--- config.mk ---
export PLATFORM = sky130hd
export DESIGN_NAME = pwmpc_top
export DESIGN_NICKNAME = d
export VERILOG_FILES = /design/src/pwmpc_pkg.sv /design/src/pwmpc_divider.sv /design/src/pwmpc_trigger.sv /design/src/pwmpc_top.sv
export SDC_FILE = /design/constraint.sdc
export NUM_CORES = 1
export LEC_CHECK = 0
export BUFFER_PORTS_ARGS = -buffer_cell sky130_fd_sc_hd__buf_4
export CAP_MARGIN = 25
export CORE_AREA = 2 2 138 140
export DETAILED_ROUTE_END_ITERATION = 10
export DIE_AREA = 0 0 140 142
export PLACE_DENSITY = 0.74
export SKIP_CTS_REPAIR_TIMING = 1
export SYNTH_ARGS = -nofsm -noshare
export SYNTH_HDL_FRONTEND = slang
export SYNTH_SLANG_ARGS = --single-unit
--- constraint.sdc ---
create_clock -name ref_clk_i -period 3.17 [get_ports ref_clk_i]
set_clock_uncertainty 0.2 [all_clocks]
set_input_delay 0.317 -clock ref_clk_i [delete_from_list [all_inputs] [get_ports ref_clk_i]]
set_output_delay 0.317 -clock ref_clk_i [all_outputs]
set_load 0.01 [all_outputs]
--- src/pwmpc_pkg.sv ---
/*
 * Shared constants and carrier types for the paired PWM block.
 * Assumes a single clock domain and plain control ports, with no register bus.
 */
package pwmpc_pkg;

    ////////////////////////////////////////////////////////////////////////////////
    // Widths and values after reset.
    localparam int CNT_W = 16;
    localparam int PRE_W = 8;
    localparam logic [CNT_W-1:0] CNT_RST = 16'h0000;
    localparam logic [CNT_W-1:0] DUTY_RST = 16'h0000;
    localparam logic [CNT_W-1:0] PERIOD_RST = 16'hFFFF;
    localparam logic [PRE_W-1:0] PRE_RST = 8'h00;
    localparam logic FLAG_RST = 1'b1;

    ////////////////////////////////////////////////////////////////////////////////
    // Trigger action and edge codes.
    localparam logic [1:0] TRIG_SW = 2'h0;
    localparam logic [1:0] TRIG_START = 2'h1;
    localparam logic [1:0] TRIG_START_STOP = 2'h2;
    localparam logic [1:0] TRIG_CLEAR = 2'h3;
    localparam logic [1:0] EDGE_LEVEL = 2'h0;
    localparam logic [1:0] EDGE_FALL = 2'h1;
    localparam logic [1:0] EDGE_RISE = 2'h2;
    localparam logic [1:0] EDGE_BOTH = 2'h3;

    ////////////////////////////////////////////////////////////////////////////////
    // Carrier types.
    typedef enum logic [2:0] {
        WR_NONE, WR_DUTY_HI, WR_DUTY_LO, WR_PER_HI, WR_PER_LO, WR_CNT_HI, WR_CNT_LO
    } pwmpc_wsel_type;

    typedef struct packed {
        pwmpc_wsel_type sel;
        logic [7:0] data;
    } pwmpc_wr_type;

    typedef struct packed {
        logic [1:0] clk_sel;
        logic clk_sel6;
        logic int_at_duty;
        logic invert;
        logic one_shot_select_bit;
        logic clear_ignore_in_duty;
        logic [1:0] trig_mode;
        logic [1:0] trig_edge;
        logic trigger_source_select;
    } pwmpc_cfg_type;

    typedef struct packed {
        logic start;
        logic stop;
        logic clear;
    } pwmpc_trig_type;

    typedef struct packed {
        logic [CNT_W-1:0] cnt;
        logic [CNT_W-1:0] dset;
        logic [CNT_W-1:0] pset;
        logic [CNT_W-1:0] dbuf;
        logic [CNT_W-1:0] pbuf;
        logic flag;
        logic run;
        logic stat;
    } pwmpc_chan_type;

endpackage : pwmpc_pkg

--- src/pwmpc_divider.sv ---
/*
 * Count clock divider: one-cycle tick per falling PWM clock edge.
 * Assumes ref_clk_i is the only clock; the selection is a static setting.
 */
`timescale 1ns/1ns
module pwmpc_divider #(
    parameter int PW = pwmpc_pkg::PRE_W
) (
    input wire logic ref_clk_i,
    input wire logic rstn_i,
    input wire logic [2:0] sel_i,
    output logic tick_o
);
    import pwmpc_pkg::*;

    if (PW < 7) begin : g_chk
        $error("Prescaler narrower than the largest division.");
    end

    typedef struct packed {
        logic [PW-1:0] cnt;
        logic tick;
    } pwmpc_div_type;

    pwmpc_div_type st;
    pwmpc_div_type next_st;

    ////////////////////////////////////////////////////////////////////////////////
    // Tick when the selected low bits of the prescaler are all ones.
    always_comb begin
        logic [PW-1:0] mask;
        mask = PW'((1 << sel_i) - 1);
        next_st.cnt = st.cnt + PW'(1);
        next_st.tick = ((st.cnt & mask) == mask);
    end

    always_ff @(posedge ref_clk_i) begin
        if (!rstn_i) begin
            st <= '0;
        end else begin
            st <= next_st;
        end
    end

    assign tick_o = st.tick;

endmodule : pwmpc_divider

--- src/pwmpc_trigger.sv ---
/*
 * External trigger decoder for one channel: start, stop and clear pulses.
 * Assumes the trigger pins are asynchronous and are synchronised here.
 */
`timescale 1ns/1ns
module pwmpc_trigger (
    input wire logic ref_clk_i,
    input wire logic rstn_i,
    input wire logic [1:0] pin_i,
    input pwmpc_pkg::pwmpc_cfg_type cfg_i,
    output pwmpc_pkg::pwmpc_trig_type trig_o
);
    import pwmpc_pkg::*;

    typedef struct packed {
        logic [1:0] sync1;
        logic [1:0] sync2;
        logic prev;
        pwmpc_trig_type trig;
    } pwmpc_tst_type;

    pwmpc_tst_type st;
    pwmpc_tst_type next_st;

    ////////////////////////////////////////////////////////////////////////////////
    // Select the pin, find the chosen edge and map it to an action.
    always_comb begin
        logic cur;
        logic act;
        logic inact;
        cur = st.sync2[cfg_i.trigger_source_select];
        act = 1'b0;
        inact = 1'b0;
        next_st = st;
        next_st.sync1 = pin_i;
        next_st.sync2 = st.sync1;
        next_st.prev = cur;
        unique case (cfg_i.trig_edge)
            EDGE_LEVEL: begin
                act = cur;
                inact = !cur;
            end
            EDGE_FALL: begin
                act = st.prev && !cur;
                inact = !st.prev && cur;
            end
            EDGE_RISE: begin
                act = !st.prev && cur;
                inact = st.prev && !cur;
            end
            EDGE_BOTH: begin
                act = st.prev != cur;
            end
        endcase
        next_st.trig = '0;
        unique case (cfg_i.trig_mode)
            TRIG_SW: ;
            TRIG_START: next_st.trig.start = act;
            TRIG_START_STOP: begin
                next_st.trig.start = act;
                next_st.trig.stop = inact;
                next_st.trig.clear = inact;
            end
            TRIG_CLEAR: next_st.trig.clear = act;
        endcase
    end

    always_ff @(posedge ref_clk_i) begin
        if (!rstn_i) begin
            st <= '0;
        end else begin
            st <= next_st;
        end
    end

    assign trig_o = st.trig;

endmodule : pwmpc_trigger

--- src/pwmpc_top.sv ---
/*
 * Paired 16-bit PWM with one-shot and coupled repeat operation.
 * Assumes software drives the write strobes and run bits as one-cycle pulses.
 */
`timescale 1ns/1ns
// Behaviour
// - Run: active flag first edge, count second
// - Duty match drives level low next edge
// - Period match sets level, clears counter
// - Period match reloads duty and period buffers
// - One-shot restarts only on a new run
// - Run cleared: one more edge, then halt
// - Rerun resumes from held counter value
// - Counter byte write clears counter, sets level
// - Stopped: setting writes pass into buffers
// - Clock, interrupt point, polarity from config
// - External input starts, stops or clears
// - Period setting+1, duty setting+1 cycles
// - First interrupt may slip one clock
// - Interrupt possible in the final edge
// - Clear ignored during duty when enabled
// - One-shot when uncoupled and bit set
// - Coupled repeat: first counter drives both
// - Coupled: second duty match drives low
// - Coupled: second period match drives high
// - Coupled: first period match restarts count
// - Coupled: second polarity from own config
module pwmpc_top (
    input wire logic ref_clk_i,
    input wire logic rstn_i,
    input pwmpc_pkg::pwmpc_cfg_type [1:0] cfg_i,
    input wire logic pair_coupling_bit_i,
    input wire logic dead_time_enable_bit_i,
    input pwmpc_pkg::pwmpc_wr_type [1:0] wr_i,
    input wire logic [1:0] run_wr_i,
    input wire logic [1:0] run_wdata_i,
    input wire logic [1:0] trig_pin_i,
    output logic [1:0] pwm_o,
    output logic [1:0] output_level_flag_o,
    output logic [1:0] count_active_flag_o,
    output logic [1:0] run_request_bit_o,
    output logic [1:0] pwm_interrupt_o,
    output logic [1:0][pwmpc_pkg::CNT_W-1:0] counter_o
);
    import pwmpc_pkg::*;

    typedef struct packed {
        pwmpc_chan_type [1:0] ch;
        logic [1:0] intr;
        logic [1:0] pout;
    } pwmpc_top_type;

    pwmpc_top_type st;
    pwmpc_top_type next_st;
    logic [1:0] tick;
    pwmpc_trig_type [1:0] trig;
    logic coupled;

    function automatic pwmpc_chan_type reload(input pwmpc_chan_type c);
        reload = c;
        reload.dbuf = c.dset;
        reload.pbuf = c.pset;
    endfunction : reload

    ////////////////////////////////////////////////////////////////////////////////
    // Count clocks and trigger decoders, one per channel.
    for (genvar i = 0; i < 2; i++) begin : g_ch
        pwmpc_divider u_div (
            .ref_clk_i(ref_clk_i),
            .rstn_i(rstn_i),
            .sel_i({cfg_i[i].clk_sel6, cfg_i[i].clk_sel}),
            .tick_o(tick[i])
        );
        pwmpc_trigger u_trig (
            .ref_clk_i(ref_clk_i),
            .rstn_i(rstn_i),
            .pin_i(trig_pin_i),
            .cfg_i(cfg_i[i]),
            .trig_o(trig[i])
        );
    end

    // Dead-time operation is not served; with dead time set the channels run apart.
    assign coupled = pair_coupling_bit_i && !dead_time_enable_bit_i
        && !cfg_i[0].one_shot_select_bit;

    function automatic logic pair_pair_slave(input int i);
        pair_pair_slave = coupled && (i == 1);
    endfunction : pair_pair_slave

    ////////////////////////////////////////////////////////////////////////////////
    // Next-state logic.
    always_comb begin
        next_st = st;
        next_st.intr = '0;
        for (int i = 0; i < 2; i++) begin
            if (!(pair_pair_slave(i))) begin
                if (tick[i]) begin
                    if (!st.ch[i].stat) begin
                        next_st.ch[i].stat = st.ch[i].run;
                    end else begin
                        if (st.ch[i].cnt == st.ch[i].pbuf) begin
                            next_st.ch[i] = reload(st.ch[i]);
                            next_st.ch[i].flag = 1'b1;
                            next_st.ch[i].cnt = CNT_RST;
                            next_st.intr[i] = !cfg_i[i].int_at_duty;
                            if (cfg_i[i].one_shot_select_bit) begin
                                next_st.ch[i].run = 1'b0;
                                next_st.ch[i].stat = 1'b0;
                            end
                        end else begin
                            if (st.ch[i].cnt == st.ch[i].dbuf) begin
                                next_st.ch[i].flag = 1'b0;
                                next_st.intr[i] = cfg_i[i].int_at_duty;
                            end
                            next_st.ch[i].cnt = st.ch[i].cnt + CNT_W'(1);
                        end
                        if (!st.ch[i].run) begin
                            next_st.ch[i].stat = 1'b0;
                        end
                    end
                end
            end else if (tick[0] && st.ch[0].stat) begin
                if (st.ch[0].cnt == st.ch[1].pbuf) begin
                    next_st.ch[1].flag = 1'b1;
                end else if (st.ch[0].cnt == st.ch[1].dbuf) begin
                    next_st.ch[1].flag = 1'b0;
                end
                if (st.ch[0].cnt == st.ch[0].pbuf) begin
                    next_st.ch[1] = reload(next_st.ch[1]);
                end
            end
            if (trig[i].start) begin
                next_st.ch[i].run = 1'b1;
            end
            if (trig[i].stop) begin
                next_st.ch[i].run = 1'b0;
            end
            if (trig[i].clear && !(cfg_i[i].clear_ignore_in_duty && st.ch[i].flag)) begin
                next_st.ch[i] = reload(next_st.ch[i]);
                next_st.ch[i].cnt = CNT_RST;
                next_st.ch[i].flag = 1'b1;
            end
            if (run_wr_i[i]) begin
                next_st.ch[i].run = run_wdata_i[i];
            end
            unique case (wr_i[i].sel)
                WR_NONE: ;
                WR_DUTY_HI: next_st.ch[i].dset[15:8] = wr_i[i].data;
                WR_DUTY_LO: next_st.ch[i].dset[7:0] = wr_i[i].data;
                WR_PER_HI: next_st.ch[i].pset[15:8] = wr_i[i].data;
                WR_PER_LO: next_st.ch[i].pset[7:0] = wr_i[i].data;
                WR_CNT_HI, WR_CNT_LO: begin
                    next_st.ch[i].cnt = CNT_RST;
                    next_st.ch[i].flag = 1'b1;
                end
                default: ;
            endcase
            if (pair_pair_slave(i) ? !st.ch[0].stat : !st.ch[i].stat) begin
                next_st.ch[i].dbuf = next_st.ch[i].dset;
                next_st.ch[i].pbuf = next_st.ch[i].pset;
            end
            next_st.pout[i] = next_st.ch[i].flag ^ cfg_i[i].invert;
        end
    end

    always_ff @(posedge ref_clk_i) begin
        if (!rstn_i) begin
            for (int i = 0; i < 2; i++) begin
                st.ch[i].cnt <= CNT_RST;
                st.ch[i].dset <= DUTY_RST;
                st.ch[i].pset <= PERIOD_RST;
                st.ch[i].dbuf <= DUTY_RST;
                st.ch[i].pbuf <= PERIOD_RST;
                st.ch[i].flag <= FLAG_RST;
                st.ch[i].run <= 1'b0;
                st.ch[i].stat <= 1'b0;
            end
            st.intr <= '0;
            st.pout <= {FLAG_RST, FLAG_RST};
        end else begin
            st <= next_st;
        end
    end

    ////////////////////////////////////////////////////////////////////////////////
    // Outputs.
    for (genvar i = 0; i < 2; i++) begin : g_out
        assign output_level_flag_o[i] = st.ch[i].flag;
        assign count_active_flag_o[i] = st.ch[i].stat;
        assign run_request_bit_o[i] = st.ch[i].run;
        assign counter_o[i] = st.ch[i].cnt;
    end
    assign pwm_o = st.pout;
    assign pwm_interrupt_o = st.intr;

    logic quiet0;
    logic edge0;
    assign quiet0 = wr_i[0].sel == WR_NONE && trig[0] == '0 && !run_wr_i[0];
    assign edge0 = tick[0] && st.ch[0].stat && quiet0;
endmodule : pwmpc_top

==> impl_metrics.json, run 1 <==
{
  "fmax_mhz": 359,
  "wl_met3_um": 1440,
  "cts_tree": "built",
  "instances_no_fill": 1436,
  "nets": 1259,
  "fp.dieW_um": 140,
  "place_congestion": 0.946,
  "cp-end-kind": "flip-flop",
  "drive_above_1_share_pct": 15.2,
  "grt_start_max_net_pins": 49,
  "grt.total_usage_pct": 25.5,
  "path_buf_inv": 2,
  "crit_slowest_cell": "dlygate4sd3_1",
  "core_area_um2": 18500,
  "fin_crit_sh_pct": 87.9,
  "grt_pass1_vias": 7549,
  "avgViaCountPerCell": 5.67,
  "clk_latency_ns": 0.44,
  "ys_seq_elements": 198,
  "drt_iter0_markers": 639,
  "top_layer": "met4",
  "initial_utilization_pct": 54.0,
  "fin_ws_ns": 0.384,
  "grt_pass1_wl_um": 39800,
  "port_buffers": 97,
  "peakVddDrop_mv": 0.404,
  "cp-start-kind": "flip-flop",
  "place_hpwl_um": 18300,
  "r2r-end": "run_request_bit_o[0]$_SDFF_PN0_",
  "rows": 50,
  "synth_commonest_cells": "dfxtp_1 (198), nor2_1 (121), nand2_1 (95), xnor2_1 (75), xor2_1 (61)",
  "root_buffer": "clkbuf_16",
  "worstPathCellList": "xnor2_1 > nand4_1 > nor4_4 > buf_4 > a31oi_1 > o31ai_1 > a21boi_0 > dlygate4sd3_1",
  "hold_viol": 4,
  "ys_warn_count": 0,
  "cts-htree-levels": 4,
  "power.internal_w": 0.00382,
  "syn_avg_cell_area_um2": 8.77,
  "wl_met2_um": 11500,
  "power_w": 0.00509,
  "grt.overflow.total": 0,
  "setup-violations-final": 0,
  "clock-sinks": 198,
  "drt_wl_total_um": 25300,
  "max_stage_delay_ns": 0.56,
  "min_to": "st[44]$_SDFF_PN1_",
  "setup.worst_path.class": "reg2reg",
  "async_flop_share_pct": 0,
  "cts_buffers": 17,
  "diodes": 0,
  "pwr-share-seq_pct": 51.9,
  "die_height_um": 142,
  "yosysMostFrequentCell": "dfxtp_1",
  "syn-num-nets": 1206,
  "maxSlewViolCount": 0,
  "drtPass1Iterations": 8,
  "synth_ff_type": "dfxtp_1",
  "regToRegSetupSlack_ns": 0.38,
  "worstPathRequired_ns": 3.29,
  "place_inst": 1386,
  "hold_depth": 3,
  "syn_inst": 1136,
  "synth_area_leaders": "dfxtp_1 (40%), xnor2_1 (6.6%), xor2_1 (5.4%)",
  "rsz0062_at_grt": "false",
  "reg2reg_depth": 8,
  "hold_path_class": "in2reg",
  "slew-limit-headroom_pct": 43.8,
  "cts_max_path_buffers": 2,
  "antenna_found_initial": 0,
  "fillers": 1598,
  "combPwrFrac_pct": 9.4,
  "p_sw_w": 0.00127,
  "met1_length_um": 11700,
  "seq_area_frac_synth_pct": 39.8,
  "path_clk_slew_ns": 0.07,
  "synth_area_leader_cell": "dfxtp_1",
  "swShare_pct": 24.9,
  "syn_area_um2": 9960,
  "fin_tns_setup_ns": 0,
  "wl_per_cell_um": 17.7,
  "syn2layout_area_growth_pct": 14.0,
  "die-area_um2": 19900,
  "drc": 7,
  "power_leakage_nw": 4.58,
  "pwr-share-clk_pct": 38.7,
  "critPathTopFamily": "buffers and inverters",
  "power.density_nw_per_um2": 449,
  "synthDistinctLibCells": 50,
  "critPathMaxFanout": 6,
  "worstMarginPinSlew_ns": 0.843,
  "outcome": "finished with violations",
  "yosysTopAreaCellShare_pct": 39.8,
  "vias": 8144,
  "failed_checks": "DRC, hold timing",
  "io_pins": 98,
  "max_cap_viol_count": 0,
  "cp_data_arrival_time_ns": 2.91,
  "hold_ws_ns": -0.0148,
  "min_from": "wr_i[5]",
  "synth_edf_count": 0,
  "dp_worst_setup_slack_ns": 0.253,
  "antenna_left": 0,
  "worstReg2RegStart": "st[19]$_SDFFE_PN1P_",
  "period_minus_slack_ns": 2.79
}
## per-stage QoR
step / cell area (um^2) / utilization [%]
final: 11400 / 61.5
after global routing: 11400 / 61.5
after CTS: 11200 / 60.5
after detailed placement: 10600 / 57.7
after global placement: 10600 / 57.7
after floorplan: 9960 / -
## power by group through the flow
stage          clock [W]  combinational, W  sequential [W]
2_1_floorplan          0          0.000311         0.00267
3_3_place_gp           0          0.000445         0.00269
3_5_place_dp           0          0.000457         0.00269
4_1_cts          0.00200          0.000460         0.00264
5_1_grt          0.00210          0.000528         0.00265
6_report         0.00197          0.000478         0.00264
## worst register-to-register path, delay by kind of cell (launching register included)
family                 cells  cell delay [ns]
AO/OA/AOI/OAI              3             0.51
flip-flops                 1             0.37
AND/OR/NAND/NOR            2             0.65
XOR/XNOR                   1             0.13
buffers and inverters      2             0.81
## worst max path at each step
stage	slack, ns	cells past startpoint	to	start
finish	0.38	8	run_request_bit_o[0]$_SDFF_PN0_	st[19]$_SDFFE_PN1P_
global route	0.23	8	run_request_bit_o[0]$_SDFF_PN0_	st[19]$_SDFFE_PN1P_
global placement	0.34	8	st[118]$_SDFFE_PN0P_	dead_time_enable_bit_i
CTS	0.52	7	st[117]$_SDFFE_PN0P_	counter_o[24]$_SDFFE_PP0P_
detailed placement	0.25	8	st[117]$_SDFFE_PN0P_	dead_time_enable_bit_i
floorplan	0.88	8	st[114]$_SDFFE_PN0P_	dead_time_enable_bit_i
## flip-flops by register name, summed over array words and instances (netlist names), 4 cells and up
name	cells
counter_o	32
g_ch.u_div.st	14
g_ch.u_trig.st	4
g_ch.u_trig.trig_o	6
st	128
## logic make-up after synthesis
logic type | after synthesis | synth area share [%]
adders and majority gates | 14 | 1.76
xor gates and xnor gates | 136 | 12.0
muxes | 54 | 5.50
and+or+nand+nor | 419 | 21.0
AOI/OAI and AO/OA | 175 | 12.7
DFF | 198 | 39.8
buffers and inverters | 140 | 7.31
## final cells by class
type                    count  area (um^2)  share of cell area [%]
multi-input cells         798         5270                    46.4
flip-flops and latches    198         3960                    34.9
repair buffers            156         1230                    10.8
clock buffers              21          450                    3.97
well taps                 234          293                    2.58
clock inverters            11         78.8                   0.694
inverters                  18         67.6                   0.595
## placed cells by master, fill, tap and decap left out, types with 3 or more instances in the layout
cell / count
inv_1: 18
dfxtp_1: 198
xnor2_1: 75
a221oi_1: 32
ha_1: 14
xor2_1: 61
nor2_1: 121
mux2_2: 6
clkbuf_16: 17
nor2_2: 4
nor2b_1: 41
nor3_1: 6
clkinvlp_4: 5
a211oi_1: 18
mux2i_1: 48
a21boi_0: 6
nor3b_1: 24
o21ai_1: 20
nand2b_1: 6
and2_1: 25
dlygate4sd3_1: 18
nor4_1: 13
a21oi_1: 12
o211ai_1: 21
and4_1: 4
clkinv_2: 3
o31ai_1: 3
buf_4: 137
nand4_1: 23
o21ai_0: 28
a31oi_1: 4
o211a_1: 18
nand3_1: 37
clkbuf_1: 3
and3_1: 13
nand2_1: 95
## layer usage
layer	vias up	GRT usage [%]
met5	-	0
met4	0	9.30
met3	47	4.27
met2	260	40.6
met1	3866	35.0
li1	3971	-
Power figures use the tool's default switching activity.
==> inputs of run 2 (changes only) <==
--- a/config.mk
+++ b/config.mk
@@ -7,10 +7,11 @@
 export LEC_CHECK = 0
 export BUFFER_PORTS_ARGS = -buffer_cell sky130_fd_sc_hd__buf_4
 export CAP_MARGIN = 25
-export CORE_AREA = 2 2 138 140
+export CORE_AREA = 2 2 139 141
 export DETAILED_ROUTE_END_ITERATION = 10
-export DIE_AREA = 0 0 140 142
-export PLACE_DENSITY = 0.74
+export DIE_AREA = 0 0 141 143
+export PLACE_DENSITY = 0.76
+export REMOVE_ABC_BUFFERS = 1
 export SKIP_CTS_REPAIR_TIMING = 1
 export SYNTH_ARGS = -nofsm -noshare
 export SYNTH_HDL_FRONTEND = slang
==> constraint.sdc (replaced) <==
create_clock -name ref_clk_i -period 2.3 [get_ports ref_clk_i]
set_clock_uncertainty 0.2 [all_clocks]
set_input_delay 0.23 -clock ref_clk_i [delete_from_list [all_inputs] [get_ports ref_clk_i]]
set_output_delay 0.23 -clock ref_clk_i [all_outputs]
set_load 0.01 [all_outputs]
==> impl_metrics.json, run 2 (synthesis gave the netlist of run 1 again) <==
{
  "outcome": "finished with violations",
  "failed_checks": "hold timing, setup timing",
  "antenna_found_initial": 0,
  "die-area_um2": 20200,
  "regToRegSetupSlack_ns": -0.03,
  "hold_viol": 4,
  "drtPass1Iterations": 5,
  "cp_data_arrival_time_ns": 2.46,
  "cts-htree-levels": 4,
  "power.density_nw_per_um2": 601,
  "port_buffers": 97,
  "p_sw_w": 0.00194,
  "r2r-end": "pwm_o[1]$_SDFF_PN1_",
  "path_clk_slew_ns": 0.08,
  "critPathCapture": "pwm_o[1]$_SDFF_PN1_",
  "io_pins": 98,
  "cts_buffers": 17,
  "top_register": "st",
  "largest_register_ff_count": 128,
  "power_leakage_nw": 5.16,
  "drt_iter0_markers": 762,
  "diodes": 0,
  "combPwrFrac_pct": 10.4,
  "core_area_um2": 18600,
  "fin_util_pct": 66.8,
  "nets": 1344,
  "fin_tns_setup_ns": -0.0348,
  "top_layer": "met4",
  "grt_start_max_net_pins": 51,
  "worstReg2RegStart": "st[120]$_SDFFE_PN0P_",
  "grt_pass1_vias": 7898,
  "period_minus_slack_ns": 2.33,
  "setup.worst_path.class": "reg2reg",
  "grt_pass1_wl_um": 41000,
  "clock-sinks": 198,
  "pwr-share-clk_pct": 41.0,
  "fin_crit_sh_pct": 101,
  "max_cap_viol_count": 0,
  "maxSlewViolCount": 0,
  "initial_utilization_pct": 53.6,
  "power.internal_w": 0.00551,
  "peakVddDrop_mv": 0.531,
  "startpoint": "st[120]$_SDFFE_PN0P_",
  "layout_commonest_cell": "buf_4",
  "grt.total_usage_pct": 25.8,
  "avgViaCountPerCell": 5.72,
  "wl_met3_um": 2050,
  "pwr-share-seq_pct": 48.7,
  "layout_common_cells": "buf_4 (190), dfxtp_1 (188), nor2_1 (119)",
  "cts_tree": "built",
  "drive_above_1_share_pct": 22.0,
  "hold_path_class": "in2reg",
  "setup-violations-final": 2,
  "fp.dieW_um": 141,
  "die_height_um": 143,
  "rsz0062_at_grt": "true",
  "multi_input_area_um2": 5410,
  "fin_ws_ns": -0.0304,
  "drc": 0,
  "worstMarginPinSlew_ns": 0.544,
  "clk_latency_ns": 0.44,
  "fmax_mhz": 429,
  "drt_wl_total_um": 27500,
  "reg2reg_depth": 7,
  "syn2layout_area_growth_pct": 24.6,
  "worstPathRequired_ns": 2.43,
  "swShare_pct": 26.1,
  "slew-limit-headroom_pct": 63.4,
  "seqCellArea_um2": 3980,
  "wl_per_cell_um": 18.1,
  "rows": 50,
  "cp-start-kind": "flip-flop",
  "hold_ws_ns": -0.0395,
  "antenna_left": 0,
  "cp-end-kind": "flip-flop",
  "place_congestion": 0.924,
  "place_hpwl_um": 18400,
  "fillers": 1448,
  "met1_length_um": 11700,
  "grt.overflow.total": 0,
  "wl_met2_um": 13000,
  "vias": 8695,
  "hold_depth": 4,
  "root_buffer": "clkbuf_16",
  "critPathMaxFanout": 3,
  "cts_max_path_buffers": 2
}
run 2: worst min-delay path by stage:
stage | from | endpoint | slack, ns
floorplan | rstn_i | output_level_flag_o[1]$_SDFF_PN1_ | 0.09
global placement | g_ch[0].u_trig.next_st[4]$_SDFF_PN0_ | g_ch[0].u_trig.st[4]$_SDFF_PN0_ | 0.21
detailed placement | g_ch[0].u_trig.next_st[5]$_SDFF_PN0_ | g_ch[0].u_trig.st[5]$_SDFF_PN0_ | 0.22
CTS | trig_pin_i[1] | g_ch[0].u_trig.next_st[5]$_SDFF_PN0_ | -0.21
global route | cfg_i[11] | g_ch[0].u_div.tick_o$_SDFF_PN0_ | 0.008
finish | cfg_i[7] | pwm_o[0]$_SDFF_PN1_ | -0.04
run 2: through the flow:
stage | worst slack (ns) | total power (W) | instance area [um^2] | hold slack [ns] | instances
floorplan | -0.730 | 0.00404 | 9300 | 0.0919 | 1014
global placement | -0.265 | 0.00437 | 11200 | 0.213 | 1445
detailed placement | -0.308 | 0.00439 | 11200 | 0.219 | 1445
global route | -0.0947 | 0.00774 | 12400 | 0.00815 | 1521
finish | -0.0304 | 0.00746 | 12400 | -0.0395 | 1521
CTS | -0.114 | 0.00741 | 11800 | -0.211 | 1477
run 2: metal layers:
metal	vias to the layer above	global-route usage, %
li1	4149	-
met1	4144	34.2
met2	340	42.1
met3	62	5.84
met4	0	8.37
met5	-	0
run 2: worst max-delay path: stages (launching register included):
cell and delay, ns:
dfxtp_1 0.46, xnor2_1 0.17, nand4_1 0.13, nor4_1 0.30, buf_4 0.21, a21boi_0 0.11
a211oi_2 0.29, mux2_2 0.36
run 2: final cells by class:
type / instances / area share (%)
Sequential cell: 198 / 32.1
Timing Repair Buffer: 241 / 16.7
Multi-Input combinational cell: 798 / 43.6
Clock buffer: 18 / 3.54
Tap cell: 234 / 2.36
Inverter: 18 / 0.544
Clock inverter: 14 / 1.25
run 2: power by group through the flow:
stage               logic, W  clock network, W  registers, W
global route        0.000844           0.00326       0.00364
finish              0.000773           0.00306       0.00363
detailed placement  0.000686                 0       0.00370
floorplan           0.000365                 0       0.00368
global placement    0.000671                 0       0.00370
CTS                 0.000691           0.00309       0.00362
